===== config.mk =====
export PLATFORM = sky130hd
export DESIGN_NAME = smk_device_flat
export DESIGN_NICKNAME = d
export VERILOG_FILES = /design/src/verilog/smk_pkg.sv /design/src/verilog/smk_link_if.sv /design/src/verilog/smk_device.sv /design/src/flat_wrapper.sv
export SDC_FILE = /design/constraint.sdc
export NUM_CORES = 1
export LEC_CHECK = 0
export ABC_AREA = 1
export BUFFER_PORTS_ARGS = -buffer_cell sky130_fd_sc_hd__buf_2
export CORE_UTILIZATION = 45
export DETAILED_ROUTE_END_ITERATION = 7
export GPL_TIMING_DRIVEN = 0
export PLACE_DENSITY = 0.76
export SYNTH_ARGS = -nofsm -noshare
export SYNTH_HDL_FRONTEND = slang
export SYNTH_SLANG_ARGS = --single-unit
export TNS_END_PERCENT = 20

===== constraint.sdc =====
create_clock -name hclk -period 2.84 [get_ports hclk]
set_input_delay 0.142 -clock hclk [delete_from_list [all_inputs] [get_ports hclk]]
set_output_delay 0.142 -clock hclk [all_outputs]
set_load 0.02 [all_outputs]

===== src/verilog/smk_pkg.sv =====
/*
 * shared constants and types of the security mode key unlock link.
 * assumes one clock hclk at 25 mhz and an active-low asynchronous reset.
 */
`default_nettype none
package smk_pkg;
    localparam int WORD_W = 16;
    localparam int KEY_SEL_W = 2;
    // key store slots
    localparam logic [1:0] KEY_UNSEAL0 = 2'h0;
    localparam logic [1:0] KEY_UNSEAL1 = 2'h1;
    localparam logic [1:0] KEY_FULL0 = 2'h2;
    localparam logic [1:0] KEY_FULL1 = 2'h3;
    // stored key reset values, arbitrary
    localparam logic [15:0] KEY_UNSEAL0_RST = 16'h5a11;
    localparam logic [15:0] KEY_UNSEAL1_RST = 16'h6b22;
    localparam logic [15:0] KEY_FULL0_RST = 16'h7c33;
    localparam logic [15:0] KEY_FULL1_RST = 16'h8d44;
    // subcommand codes
    localparam logic [15:0] SUB_SEAL = 16'h0020;
    localparam logic [15:0] SUB_BOOT = 16'h0f00;
    localparam logic [15:0] SUB_BOOT_EXIT = 16'h0f01;
    // host register offsets
    localparam logic [7:0] REG_CMD = 8'h00;
    localparam logic [7:0] REG_UNLOCK = 8'h04;
    localparam logic [7:0] REG_KEYW = 8'h08;
    localparam logic [7:0] REG_STATUS = 8'h0c;
    // host field positions
    localparam int KEYW_SEL_LSB = 16;
    localparam int ST_BUSY = 0;
    localparam int ST_SEALED = 1;
    localparam int ST_FULL_LOCKED = 2;
    localparam int ST_BOOT = 3;
    localparam int ST_KW_OK = 4;
    localparam int ST_REFUSED = 5;
    localparam int ST_KEY_LSB = 16;
    localparam logic [1:0] HTRANS_NONSEQ = 2'h2;
    typedef enum logic [1:0] {SMK_SEALED, SMK_UNSEALED, SMK_FULL, SMK_BOOT} smk_mode_type;
endpackage : smk_pkg
`default_nettype wire


===== src/verilog/smk_link_if.sv =====
/*
 * link between host controller and secured device.
 * assumes both ends on hclk; host drives commands, device drives status.
 */
`timescale 1ns/10ps
`default_nettype none
interface smk_link_if;
    logic cmd_valid;
    logic [15:0] cmd_word;
    logic kw_valid;
    logic [1:0] kw_sel;
    logic [15:0] kw_data;
    logic [1:0] kr_sel;
    logic kw_done;
    logic kw_ok;
    logic [15:0] kr_data;
    logic sealed_flag;
    logic full_access_locked_flag;
    logic boot_flag;
    modport dev (input cmd_valid, cmd_word, kw_valid, kw_sel, kw_data, kr_sel,
                 output kw_done, kw_ok, kr_data, sealed_flag, full_access_locked_flag, boot_flag);
    modport host (output cmd_valid, cmd_word, kw_valid, kw_sel, kw_data, kr_sel,
                  input kw_done, kw_ok, kr_data, sealed_flag, full_access_locked_flag, boot_flag);
endinterface : smk_link_if
`default_nettype wire


===== src/verilog/smk_device.sv =====
/*
 * secured device end: key compare, mode state and key store.
 * assumes commands one word per cycle from the host, synchronous to hclk.
 */
`timescale 1ns/10ps
`default_nettype none
module smk_device (
    input wire logic hclk,
    input wire logic hresetn,
    input wire logic ce,
    smk_link_if.dev link,
    output logic [1:0] mode,
    output logic boot_loader_mode
);
    typedef enum logic [1:0] {PEND_NONE, PEND_UNSEAL, PEND_FULL} smk_pend_type;

    smk_pkg::smk_mode_type mode_r, mode_nxt;
    smk_pend_type pend_r, pend_nxt;
    logic [15:0] key_r [4];
    logic [15:0] key_nxt [4];
    logic kw_done_r, kw_done_nxt;
    logic kw_ok_r, kw_ok_nxt;
    logic [15:0] kr_data_r, kr_data_nxt;
    logic sealed_r, sealed_nxt;
    logic full_lock_r, full_lock_nxt;
    logic boot_r, boot_nxt;

    // byte swap of a stored word
    function automatic logic [15:0] swap16(input logic [15:0] w);
        swap16 = {w[7:0], w[15:8]};
    endfunction : swap16

    always_comb begin
        mode_nxt = mode_r;
        pend_nxt = pend_r;
        if (link.cmd_valid) begin
            pend_nxt = PEND_NONE;
            case (pend_r)
                PEND_UNSEAL: begin
                    if (link.cmd_word == swap16(key_r[smk_pkg::KEY_UNSEAL1])) begin
                        mode_nxt = smk_pkg::SMK_UNSEALED;
                    end
                end
                PEND_FULL: begin
                    if (link.cmd_word == swap16(key_r[smk_pkg::KEY_FULL1])) begin
                        mode_nxt = smk_pkg::SMK_FULL;
                    end
                end
                PEND_NONE: begin
                    if (mode_r == smk_pkg::SMK_SEALED &&
                        link.cmd_word == swap16(key_r[smk_pkg::KEY_UNSEAL0])) begin
                        pend_nxt = PEND_UNSEAL;
                    end else if (mode_r == smk_pkg::SMK_UNSEALED &&
                                 link.cmd_word == swap16(key_r[smk_pkg::KEY_FULL0])) begin
                        pend_nxt = PEND_FULL;
                    end else if (link.cmd_word == smk_pkg::SUB_SEAL && mode_r != smk_pkg::SMK_BOOT) begin
                        mode_nxt = smk_pkg::SMK_SEALED;
                    end else if (link.cmd_word == smk_pkg::SUB_BOOT && mode_r == smk_pkg::SMK_FULL) begin
                        mode_nxt = smk_pkg::SMK_BOOT;
                    end else if (link.cmd_word == smk_pkg::SUB_BOOT_EXIT && mode_r == smk_pkg::SMK_BOOT) begin
                        mode_nxt = smk_pkg::SMK_FULL;
                    end
                end
                default: begin
                    pend_nxt = PEND_NONE;
                end
            endcase
        end
    end

    always_comb begin
        for (int i = 0; i < 4; i++) begin
            key_nxt[i] = key_r[i];
        end
        kw_done_nxt = link.kw_valid;
        kw_ok_nxt = 1'b0;
        if (link.kw_valid) begin
            if (mode_r == smk_pkg::SMK_FULL) begin
                key_nxt[link.kw_sel] = link.kw_data;
                kw_ok_nxt = 1'b1;
            end
        end
        kr_data_nxt = key_r[link.kr_sel];
        sealed_nxt = (mode_nxt == smk_pkg::SMK_SEALED);
        full_lock_nxt = !(mode_nxt == smk_pkg::SMK_FULL || mode_nxt == smk_pkg::SMK_BOOT);
        boot_nxt = (mode_nxt == smk_pkg::SMK_BOOT);
    end

    always_ff @(posedge hclk or negedge hresetn) begin
        if (!hresetn) begin
            mode_r <= smk_pkg::SMK_SEALED;
            pend_r <= PEND_NONE;
            kw_done_r <= 1'b0;
            kw_ok_r <= 1'b0;
            kr_data_r <= 16'h0000;
            sealed_r <= 1'b1;
            full_lock_r <= 1'b1;
            boot_r <= 1'b0;
        end else if (ce) begin
            mode_r <= mode_nxt;
            pend_r <= pend_nxt;
            kw_done_r <= kw_done_nxt;
            kw_ok_r <= kw_ok_nxt;
            kr_data_r <= kr_data_nxt;
            sealed_r <= sealed_nxt;
            full_lock_r <= full_lock_nxt;
            boot_r <= boot_nxt;
        end
    end

    // key store, reset stands in for nonvolatile defaults
    always_ff @(posedge hclk or negedge hresetn) begin
        if (!hresetn) begin
            key_r[0] <= smk_pkg::KEY_UNSEAL0_RST;
            key_r[1] <= smk_pkg::KEY_UNSEAL1_RST;
            key_r[2] <= smk_pkg::KEY_FULL0_RST;
            key_r[3] <= smk_pkg::KEY_FULL1_RST;
        end else if (ce) begin
            for (int i = 0; i < 4; i++) begin
                key_r[i] <= key_nxt[i];
            end
        end
    end

    assign link.kw_done = kw_done_r;
    assign link.kw_ok = kw_ok_r;
    assign link.kr_data = kr_data_r;
    assign link.sealed_flag = sealed_r;
    assign link.full_access_locked_flag = full_lock_r;
    assign link.boot_flag = boot_r;
    assign mode = mode_r;
    assign boot_loader_mode = boot_r;
endmodule : smk_device
`default_nettype wire


===== src/flat_wrapper.sv =====
// flat-port wrapper written by rule: the top's interface ports become plain ports
module smk_device_flat 
  (hclk, hresetn, ce, mode, boot_loader_mode, link_cmd_valid, link_cmd_word, link_kw_valid, link_kw_sel, link_kw_data, link_kr_sel, link_kw_done, link_kw_ok, link_kr_data, link_sealed_flag, link_full_access_locked_flag, link_boot_flag);
  smk_link_if link_i ();
  input wire logic hclk;
  input wire logic hresetn;
  input wire logic ce;
  output logic [1:0] mode;
  output logic boot_loader_mode;
  input wire logic [$bits(link_i.cmd_valid)-1:0] link_cmd_valid;
  input wire logic [$bits(link_i.cmd_word)-1:0] link_cmd_word;
  input wire logic [$bits(link_i.kw_valid)-1:0] link_kw_valid;
  input wire logic [$bits(link_i.kw_sel)-1:0] link_kw_sel;
  input wire logic [$bits(link_i.kw_data)-1:0] link_kw_data;
  input wire logic [$bits(link_i.kr_sel)-1:0] link_kr_sel;
  output wire logic [$bits(link_i.kw_done)-1:0] link_kw_done;
  output wire logic [$bits(link_i.kw_ok)-1:0] link_kw_ok;
  output wire logic [$bits(link_i.kr_data)-1:0] link_kr_data;
  output wire logic [$bits(link_i.sealed_flag)-1:0] link_sealed_flag;
  output wire logic [$bits(link_i.full_access_locked_flag)-1:0] link_full_access_locked_flag;
  output wire logic [$bits(link_i.boot_flag)-1:0] link_boot_flag;
  assign link_i.cmd_valid = link_cmd_valid;
  assign link_i.cmd_word = link_cmd_word;
  assign link_i.kw_valid = link_kw_valid;
  assign link_i.kw_sel = link_kw_sel;
  assign link_i.kw_data = link_kw_data;
  assign link_i.kr_sel = link_kr_sel;
  assign link_kw_done = link_i.kw_done;
  assign link_kw_ok = link_i.kw_ok;
  assign link_kr_data = link_i.kr_data;
  assign link_sealed_flag = link_i.sealed_flag;
  assign link_full_access_locked_flag = link_i.full_access_locked_flag;
  assign link_boot_flag = link_i.boot_flag;
  smk_device u_core (.hclk(hclk), .hresetn(hresetn), .ce(ce), .link(link_i), .mode(mode), .boot_loader_mode(boot_loader_mode));
endmodule

After elaboration in Yosys (flattened, before gate mapping)

Cells that the tools add are included.

Order comparisons: 3
Eq/ne operators: 15
Muxes and demuxes: 20
Bitwise gates (word level): 2
Reductions and logical operators: 13

Operators by type and width:

| operator             | number |
|---|---|
| $bwmux 64            | 1 |
| $eq 16x16->1         | 4 |
| $mux 16              | 3 |
| $bmux 16 s2          | 1 |
| $demux 16 s2         | 1 |
| $eq 16x12->1 const B | 2 |
| $mux 2               | 11 |
| $eq 16x6->1 const B  | 1 |
| $eq 2x2->1 const B   | 5 |
| $ge 3x3->1 const B   | 2 |
| $logic_and 1x1->1    | 6 |
| $logic_not 2->1      | 3 |
| $not 2->3            | 2 |
| $pmux 2 s3           | 1 |
| $eq 2x1->1 const B   | 2 |
| $lt 3x1->1 const B   | 1 |
| $reduce_and 3->1     | 1 |
| $mux 1               | 2 |
| $ne 2x2->1 const B   | 1 |
| $reduce_and 2->1     | 1 |
| $logic_not 1->1      | 1 |
| $logic_or 1x1->1     | 1 |

Bits in registers: 89
Input port bits: 41
Output and inout port bits: 24
Word-level logic and storage cells: 65

Longest topological paths before layout

Gate-level depths: netlist of run 1.

Word-level depth: 12
Gate-level depth with buffers: 16
Depth with buffers taken out: 15

Least setup slack after synthesis of run 1

No wires, ideal clock.

Path type: flip-flop to flip-flop
Start point: register u_core.mode_r[1], in the netlist u_core.mode[1]
End point: register u_core.key_r[34] (netlist bit)
Setup time: 132 ps
Arrival time: 1314 ps
Data required time: 2708 ps
Slack: 1395 ps
Stages on the path, launching flop included: 7
Buffers on the path: 1
Period minus slack after synthesis: 1445 ps
Path through: dfrtp_1 inv_2 nor3_4 nand2_1 clkbuf_1 nand2_1 o21ai_0

Word-level cells in the longest chain between the ends: 2

RTL lines:

| item                           | line              | source |
|---|---|---|
| start: declaration             | smk_device.sv:17  | `smk_pkg::smk_mode_type mode_r, mode_nxt;` |
| start signal: assignment       | smk_device.sv:91  | `mode_r <= smk_pkg::SMK_SEALED;` |
| start signal: assignment       | smk_device.sv:100 | `mode_r <= mode_nxt;` |
| $eq 2x2->1                     | smk_device.sv:78  | `if (mode_r == smk_pkg::SMK_FULL) begin` |
| $reduce_and 3->1 (no line)     | -                 |  |
| end signal: indexed assignment | smk_device.sv:120 | `key_r[i] <= key_nxt[i];` |
| end: declaration               | smk_device.sv:19  | `logic [15:0] key_r [4];` |

Every way passes these cells.
A chain may end at the register's enable or synchronous reset.

Worst setup path in the final report of run 1

Start point: register u_core.mode_r[0], in the netlist u_core.mode[0]
End point: register u_core.key_r[7] (netlist bit)

Same word-level chain as after synthesis.

==> metrics.txt, run 1 <==
total chip power 4.40 mW; RSZ-0062 raised after global routing no; Vias 5059; CTS clk-pin slew, worst paths 0.08 ns; clk root buf clkbuf_8; peak supply drop 382 µV; Worst Path Required 3.05 ns; H-tree depth 3; Max Transition Viols Final 0; final setup margin 0.980 ns; syn avg cell area approximately 7.2 µm²; CTS tree yes; nets@finish 800; Yosys reg bits 89; initial antenna violation count 0; vias in the first global route 4691; synth cell count leaders nand2_1, o21ai_0, inv_1; ys async rst share 1.00; critical path type register to register; Leak Pwr 2.75 nW; top_reg_cell synth dfrtp_1; Initial Utilization 0.473; Peak Freq 0.538 GHz; Placer Congestion 0.920; Synthesized Nets 730; Reg2Reg Setup Slack 0.98 ns; diode count 0; Total GRT Usage 0.299; setup TNS 0 ns; Syn-to-layout area delta 13.8%; input/output buffers 57; Post-Route WL 16100 µm; RR Startpoint u_core.mode[0]; WHS Endpoint u_core.key_r[21]; Hold Path Stages 3; fraction of layout cells with a size suffix above 1 0.175; Reg2Reg Depth 5; Worst R2R End u_core.key_r[7]; period utilization 0.655; pwr dens 778 nW/µm²; Place WS 1.00 ns; Crit path largest cell delay between 0.5 and 0.6 ns; clock latency on the worst-skew pair ~0.37 ns; Hold Crit Class input port to register; fill count 1034; routed len/inst 17.9 µm; core region area 10500 µm²; number of unique standard cell types used by synthesis 32; measured slew at the worst slew-check pin 0.821 ns; Setup violations, final 0; non-filler cells, final 900; CTS sink count 89; HPWL after detailed placement 11500 µm; slowest CP cell dfrtp_1; ranking of synthesized cells by area dfrtp_1, nand2_1, dfstp_2; post-route ant nets 0; slew margin rel. 0.453; area leader, netlist dfrtp_1; DIE HEIGHT between 100 and 150 µm; post-synthesis cell area approximately 5000 µm²; initial DRC count 414; EDFF count, synth 0; min Tclk post-route 1.86 ns; Inserted Clock Buffers 9; First-pass DRT Iterations 5; Max-Cap Viols 0; Ports 65; Synth warnings 0; largest net degree at the start of global routing 60; Worst EP arrival 2.07 ns; most common cell in the netlist nand2_1; final hold vios 0; CTS max path bufs 2; die width between 100 and 150 µm; Worst Hold Slack 0.0384 ns; hold_sp link_kw_data[5]; Setup crit start kind register; post-synth top area share 0.297; Worst Skew 0.0171 ns; crit-path cells nor3_4, nand3_2, clkbuf_1, nand2_1, o21ai_0; status complete, no violations; vias per cell about 5.6; Residual DRC 0; register area share after synthesis 0.456; placed instance count 883; GRT overflow 0; num rows 37; maximum fanout along the worst path 10; critical path capture point type register; Syn Inst Count around 690; DIE AREA approximately 11000 µm²; first-pass GRT wire length about 25000 µm
==> sequential cells by signal, indices dropped and copies added (netlist names) <==
name	flops
u_core.boot_loader_mode	1
u_core.pend_r	2
u_core.link.kw_ok	1
u_core.link.sealed_flag	1
u_core.link.kw_done	1
u_core.link.kr_data	16
u_core.key_r	64
u_core.mode	2
u_core.link.full_access_locked_flag	1
==> where the power goes <==
group	switching (mW)	total (mW)	internal, mW
clock network	0.452	0.882	0.430
logic	0.834	1.35	0.514
registers	0.381	2.17	1.79
total	1.67	4.40	2.73
==> cell usage in the layout, fill, tap and decap left out, types with 5 or more instances in the layout <==
cell type,count
a31oi_1,16
a21oi_1,25
inv_1,69
nand2_2,5
xnor2_1,10
inv_2,11
nand4_1,8
dfstp_2,30
o211ai_1,9
o21ai_1,7
o21ai_0,95
nand3_1,11
dfrtp_1,59
clkbuf_8,10
nor2_1,61
buf_2,58
clkbuf_1,27
nand2_1,216
buf_4,6
==> logic make-up after synthesis <==
kind of cell | after synthesis | synth area share
xor+xnor | 13 | 0.0229
buf+inv | 112 | 0.0889
flops | 89 | 0.456
simple gates | 313 | 0.256
compound gates | 162 | 0.177
==> worst max-delay path: cells and delay by family (launching register included) <==
kind | cells | cell delay, ns
DFF | 1 | 0.52
AOI/OAI and AO/OA | 1 | 0.10
buffers and inverters | 1 | 0.39
and+or+nand+nor | 3 | 0.69
==> routing by layer <==
layer	up-vias	routed length (µm)	share of wire	global-route usage
met5	-	0	0	0
met4	0	603	0.037	0.136
met3	49	1600	0.10	0.0492
met2	274	7200	0.45	0.467
met1	2387	6710	0.42	0.408
li1	2349	-	-	-
==> how the worst max path moves through the flow <==
stage,from,end,slack (ns),cells past startpoint
3_3_place_gp,hresetn,u_core.key_r[12],0.87,1
2_1_floorplan,u_core.mode[1],u_core.key_r[34],1.39,6
3_5_place_dp,u_core.mode[0],u_core.key_r[7],1.00,5
5_1_grt,u_core.mode[1],u_core.key_r[3],0.88,6
4_1_cts,u_core.mode[1],u_core.key_r[7],0.99,6
6_report,u_core.mode[0],u_core.key_r[7],0.98,5
==> layout make-up <==
cell class                 count  area, µm²  area share
clock buffer                  13        149      0.0263
multi-input combinational    488       2260       0.400
buffer                        32        141      0.0250
tap                          136        170      0.0301
timing repair buffer          59        325      0.0575
inverter                      80        300      0.0531
clock inverter                 3       40.0     0.00708
sequential                    89       2260       0.401
==> through the flow <==
step                      cell area [µm²]  utilization
after floorplan                      4970            -
after global placement               5420        0.516
after detailed placement             5450        0.519
after CTS                            5650        0.538
after global routing                 5650        0.538
final                                5650        0.538
==> timing repair <==
item	in CTS	in global routing
hold endpoints to repair	18	0
hold buffers	1	0
buffers inserted	0	0
gates resized for setup	0	0
Note: power is estimated with default switching activity, not from simulation.
==> run 2, diff against run 1 <==
==> constraint.sdc (replaced) <==
create_clock -name hclk -period 1.8 [get_ports hclk]
set_input_delay 0.09 -clock hclk [delete_from_list [all_inputs] [get_ports hclk]]
set_output_delay 0.09 -clock hclk [all_outputs]
set_load 0.02 [all_outputs]
==> run 2 against run 1 <==
The flow now finishes with violations (hold timing). Power grew 59%. Largest cell class is now multi-input gates. Worst hold slack worse by 0.042 ns. Sequential power is 58% higher. Via count decreased by 0.53%. First-iteration DRC count increased by 18%. Maximum frequency rose by 9.3%. Non-clock buffer count rose by 4.
==> metrics.txt, run 2 (synthesized netlist as in run 1, its figures left out) <==
nets@finish 804; Setup crit start kind register; placed instance count 883; min Tclk post-route 1.70 ns; Largest register FFs 64; commonest non-fill, non-tap cell in the layout nand2_1; initial DRC count 487; routed len/inst 17.9 µm; Ports 65; maximum fanout along the worst path 10; largest net degree at the start of global routing 60; Worst Path Required 2.09 ns; num rows 37; DIE HEIGHT 107 µm; Worst EP arrival between 1.5 and 2 ns; setup TNS 0 ns; CTS max path bufs 2; fraction of layout cells with a size suffix above 1 0.194; CTS sink count roughly 90; Total GRT Usage 0.299; measured slew at the worst slew-check pin between 0.8 and 0.9 ns; Syn-to-layout area delta 15.2%; die width 107 µm; Initial Utilization 0.473; vias in the first global route roughly 4700; clk root buf clkbuf_8; GRT overflow 0; failing checks hold timing; critical path capture point type register; slew margin rel. 0.445; Max-Cap Viols 0; total chip power 6.97 mW; Post-Route WL 16200 µm; Inserted Clock Buffers 9; Setup violations, final 0; most frequent cells in the layout nand2_1, o21ai_0, inv_1, buf_2, nor2_1; first-pass GRT wire length 25200 µm; DIE AREA 11500 µm²; Leak Pwr 2.79 nW; pwr dens 1220 nW/µm²; initial antenna violation count 0; Residual DRC 0; status complete, but fails checks; RSZ-0062 raised after global routing yes; vias per cell 5.57; Vias 5032; core region area 10500 µm²; critical path type register to register; input/output buffers 57; H-tree depth 3; Worst Skew roughly 0.014 ns; HPWL after detailed placement around 12000 µm; peak supply drop 604 µV; CTS tree yes; period utilization 0.945; Worst Hold Slack -0.00306 ns; Placer Congestion 0.920; non-filler cells, final roughly 900; Hold Crit Class input port to register; Max Transition Viols Final 0; clock latency on the worst-skew pair 0.38 ns; Peak Freq 0.588 GHz; post-route ant nets 0; CTS clk-pin slew, worst paths 0.09 ns; final hold vios 3; diode count 0; First-pass DRT Iterations 5; Most flops, register u_core.key_r
[run 2: changes by cell type in the layout (fill, tap and decap cells not counted)]
| cell | delta |
|---|---|
| buf_2 | +4 |
| clkbuf_1 | -12 |
| clkbuf_2 | +8 |
| dfrtp_1 | -1 |
| dfrtp_2 | +1 |
| dlygate4sd3_1 | +4 |
| nor2_1 | -1 |
| nor2_4 | +1 |
| nor3_1 | -1 |
| nor3_2 | +1 |
[run 2: cell type report]
cell class	instances	area, µm²
inverter	80	300
sequential	89	2270
clock buffer	13	149
buffer	32	156
fill	1025	4790
multi-input combinational	488	2270
clock inverter	3	40.0
tap	136	170
timing repair buffer	63	365
[run 2: worst paths after layout]
check                                               startpoint                                   to  slack, ns  depth (start not counted)
setup reg to reg                                u_core.mode[1]                     u_core.key_r[44]        0.1                          5
max in group asynchronous                              hresetn                     u_core.key_r[46]       0.92                          3
min in group asynchronous                              hresetn                     u_core.key_r[22]       0.19                          2
hold / removal                                link_kw_data[12]                     u_core.key_r[28]     -0.003                          3
setup / recovery                                u_core.mode[1]                     u_core.key_r[44]        0.1                          5
hold reg to reg            u_core.link.full_access_locked_flag  u_core.link.full_access_locked_flag       0.47                          2
[run 2: stage by stage]
step | cell area, µm² | setup slack (ns) | util
detailed placement | 5450 | -0.0387 | 0.519
global route | 5720 | -0.000663 | 0.544
global placement | 5420 | -0.122 | 0.516
CTS | 5700 | 0.00820 | 0.542
finish | 5720 | 0.0992 | 0.544
floorplan | 4970 | 0.355 | -
[run 2: power breakdown]
part           switching (mW)  leakage [nW]  internal (mW)
Sequential              0.605          1.04           2.82
Clock                   0.716        0.0974          0.678
Combinational            1.33          1.65          0.824
Total                    2.65          2.79           4.32
[run 2: routing by layer]
layer | GRT usage | share of wire
met3 | 0.0492 | 0.093
met5 | 0 | 0
met1 | 0.408 | 0.43
met4 | 0.136 | 0.032
met2 | 0.467 | 0.45
[run 2: worst max-delay path, stage by stage, from the launching register on]
cell and delay, ns:
dfrtp_1 0.46, inv_2 0.12, nor3_4 0.31, nand2_1 0.21, clkbuf_2 0.29, o21ai_0 0.21
[run 2: timing repair]
action                                  CTS  global route
hold buffers                              5             0
hold endpoints to repair                 36             0
endpoints found under the setup margin   12            61
gates resized for setup                   4            24
buffers inserted                          0             0
==> run 3, diff against run 2 <==
--- a/config.mk
+++ b/config.mk
@@ -7,6 +7,7 @@
 export LEC_CHECK = 0
 export ABC_AREA = 1
 export BUFFER_PORTS_ARGS = -buffer_cell sky130_fd_sc_hd__buf_2
+export CORE_ASPECT_RATIO = 1.25
 export CORE_UTILIZATION = 45
 export DETAILED_ROUTE_END_ITERATION = 7
 export GPL_TIMING_DRIVEN = 0
==> run 3 against run 2 <==
The flow now finishes without violations. Flip-flop and latch count stayed put. Global-route usage is 0.14 points higher. Power is 6.3% higher. Critical path type unchanged. Largest power group unchanged. Clock-buffer cell count is 2 lower. Setup slack worse by 0.020 ns. Sequential power hardly changed. Die area hardly changed. Worst hold slack better by 0.0093 ns. Core utilization is 0.26 points lower.
==> metrics.txt, run 3 (synthesized netlist as in run 1, its figures left out) <==
status complete, no violations; Max Transition Viols Final 0; Total GRT Usage 0.301; die width about 96 µm; routed len/inst between 15 and 20 µm; Max-Cap Viols 0; Largest register FFs 64; Reg2Reg Setup Slack around 0.08 ns; DIE AREA approximately 11000 µm²; initial DRC count 391; CTS clk-pin slew, worst paths 0.06 ns; Crit path largest cell delay 0.50 ns; Ports 65; Initial Utilization 0.466; initial antenna violation count 0; commonest non-fill, non-tap cell in the layout nand2_1; Syn-to-layout area delta 16.3%; critical path type register to register; non-filler cells, final between 800 and 900; Worst Path Required 2.02 ns; final instance area 5780 µm²; slew margin rel. 0.440; clk root buf clkbuf_16; Worst EP arrival 1.94 ns; Setup violations, final 0; maximum fanout along the worst path 10; Residual DRC 0; period utilization 0.956; Vias 4974; input/output buffers 57; HPWL after detailed placement 11600 µm; post-layout util 0.542; crit-path cells nor3_4, nand3_2, clkbuf_2, nand2_1, o21ai_0; Post-Route WL ~16000 µm; core region area 10700 µm²; placed instance count 879; Setup crit start kind register; GRT overflow 0; min Tclk post-route 1.72 ns; Hold Crit Class input port to register; post-route ant nets 0; RSZ-0062 raised after global routing yes; DIE HEIGHT 119 µm; Placer Congestion 0.988; diode count 0; nets@finish 801; peak supply drop 541 µV; Inserted Clock Buffers 9; slowest CP cell dfrtp_1; final hold vios 0; Placed Area 5450 µm²; Worst Hold Slack 0.00619 ns; Leak Pwr 2.82 nW; vias per cell 5.55; Peak Freq 0.581 GHz; first-pass GRT wire length ~25000 µm; largest net degree at the start of global routing 67; clock latency on the worst-skew pair around 0.35 ns; fraction of layout cells with a size suffix above 1 0.201; Worst Skew 0.00436 ns; pwr dens 1280 nW/µm²; H-tree depth 3; setup TNS 0 ns; most frequent cells in the layout nand2_1, o21ai_0, inv_1, buf_2, nor2_1; measured slew at the worst slew-check pin 0.840 ns; critical path capture point type register; CTS max path bufs 2; CTS tree yes; CTS sink count 89; First-pass DRT Iterations 5; vias in the first global route 4903; num rows 42; Most flops, register u_core.key_r
==> run 3: cell types whose count changed in the layout (fill, tap and decap cells not counted), sizes merged <==
cell	change
dlygate4sd3	-4
clkinv	+1
clkbuf	-1
bufinv	-1
clkinvlp	+2
==> run 3: area by class of cell <==
cell class / count / area, µm²
clock inverter: 5 / 30.0
buffer: 32 / 159
inverter: 80 / 300
fill: 1046 / 4890
tap: 132 / 165
clock buffer: 11 / 253
sequential: 89 / 2260
timing repair buffer: 60 / 333
multi-input combinational: 488 / 2280
==> run 3: layer usage <==
metal | up-vias | track usage | part of all wire | routed length (µm)
met4 | 0 | 0.174 | 0.052 | 833
met5 | - | 0 | 0 | 0
met2 | 258 | 0.488 | 0.49 | 7840
li1 | 2348 | - | - | -
met3 | 69 | 0.0549 | 0.070 | 1130
met1 | 2299 | 0.367 | 0.39 | 6290
==> run 3: path summary, 6_finish.rpt <==
kind / startpoint / end / depth (start not counted)
worst max register to register: u_core.mode[0] / u_core.key_r[12] / 5
worst min-delay path: link_kw_data[15] / u_core.key_r[15] / 3
max in group asynchronous: hresetn / u_core.key_r[8] / 3
worst max-delay path: u_core.mode[0] / u_core.key_r[12] / 5
min in group asynchronous: hresetn / u_core.key_r[35] / 2
worst min register to register: u_core.link.full_access_locked_flag / u_core.link.full_access_locked_flag / 2
==> run 3: power breakdown <==
| group | total [mW] | switching (mW) | leakage, nW | internal [mW] |
|---|---|---|---|---|
| registers | 3.46 | 0.629 | 1.04 | 2.83 |
| logic | 2.15 | 1.33 | 1.64 | 0.822 |
| clock network | 1.80 | 0.799 | 0.137 | 1.00 |
==> run 3: repair_timing <==
| item | in CTS | in global routing |
|---|---|---|
| hold buffers | 1 | 0 |
| hold endpoints to repair | 23 | 0 |
| setup endpoints to repair | 24 | 66 |
| setup buffers | 0 | 1 |
| pin swaps | 0 | 2 |
| resized for setup | 7 | 20 |
==> run 3: per-stage QoR <==
stage,total power [mW],worst slack [ns]
2_1_floorplan,4.78,0.355
3_3_place_gp,5.45,-0.0902
3_5_place_dp,5.55,-0.0530
4_1_cts,7.37,0.00392
5_1_grt,7.89,-0.0133
6_report,7.41,0.0788
==> run 3: critical path, delay by kind of cell (launching register included) <==
| family | cells | cell delay (ns) |
|---|---|---|
| AO/OA/AOI/OAI | 1 | 0.09 |
| flip-flops | 1 | 0.50 |
| buffers and inverters | 1 | 0.29 |
| AND/OR/NAND/NOR | 3 | 0.70 |
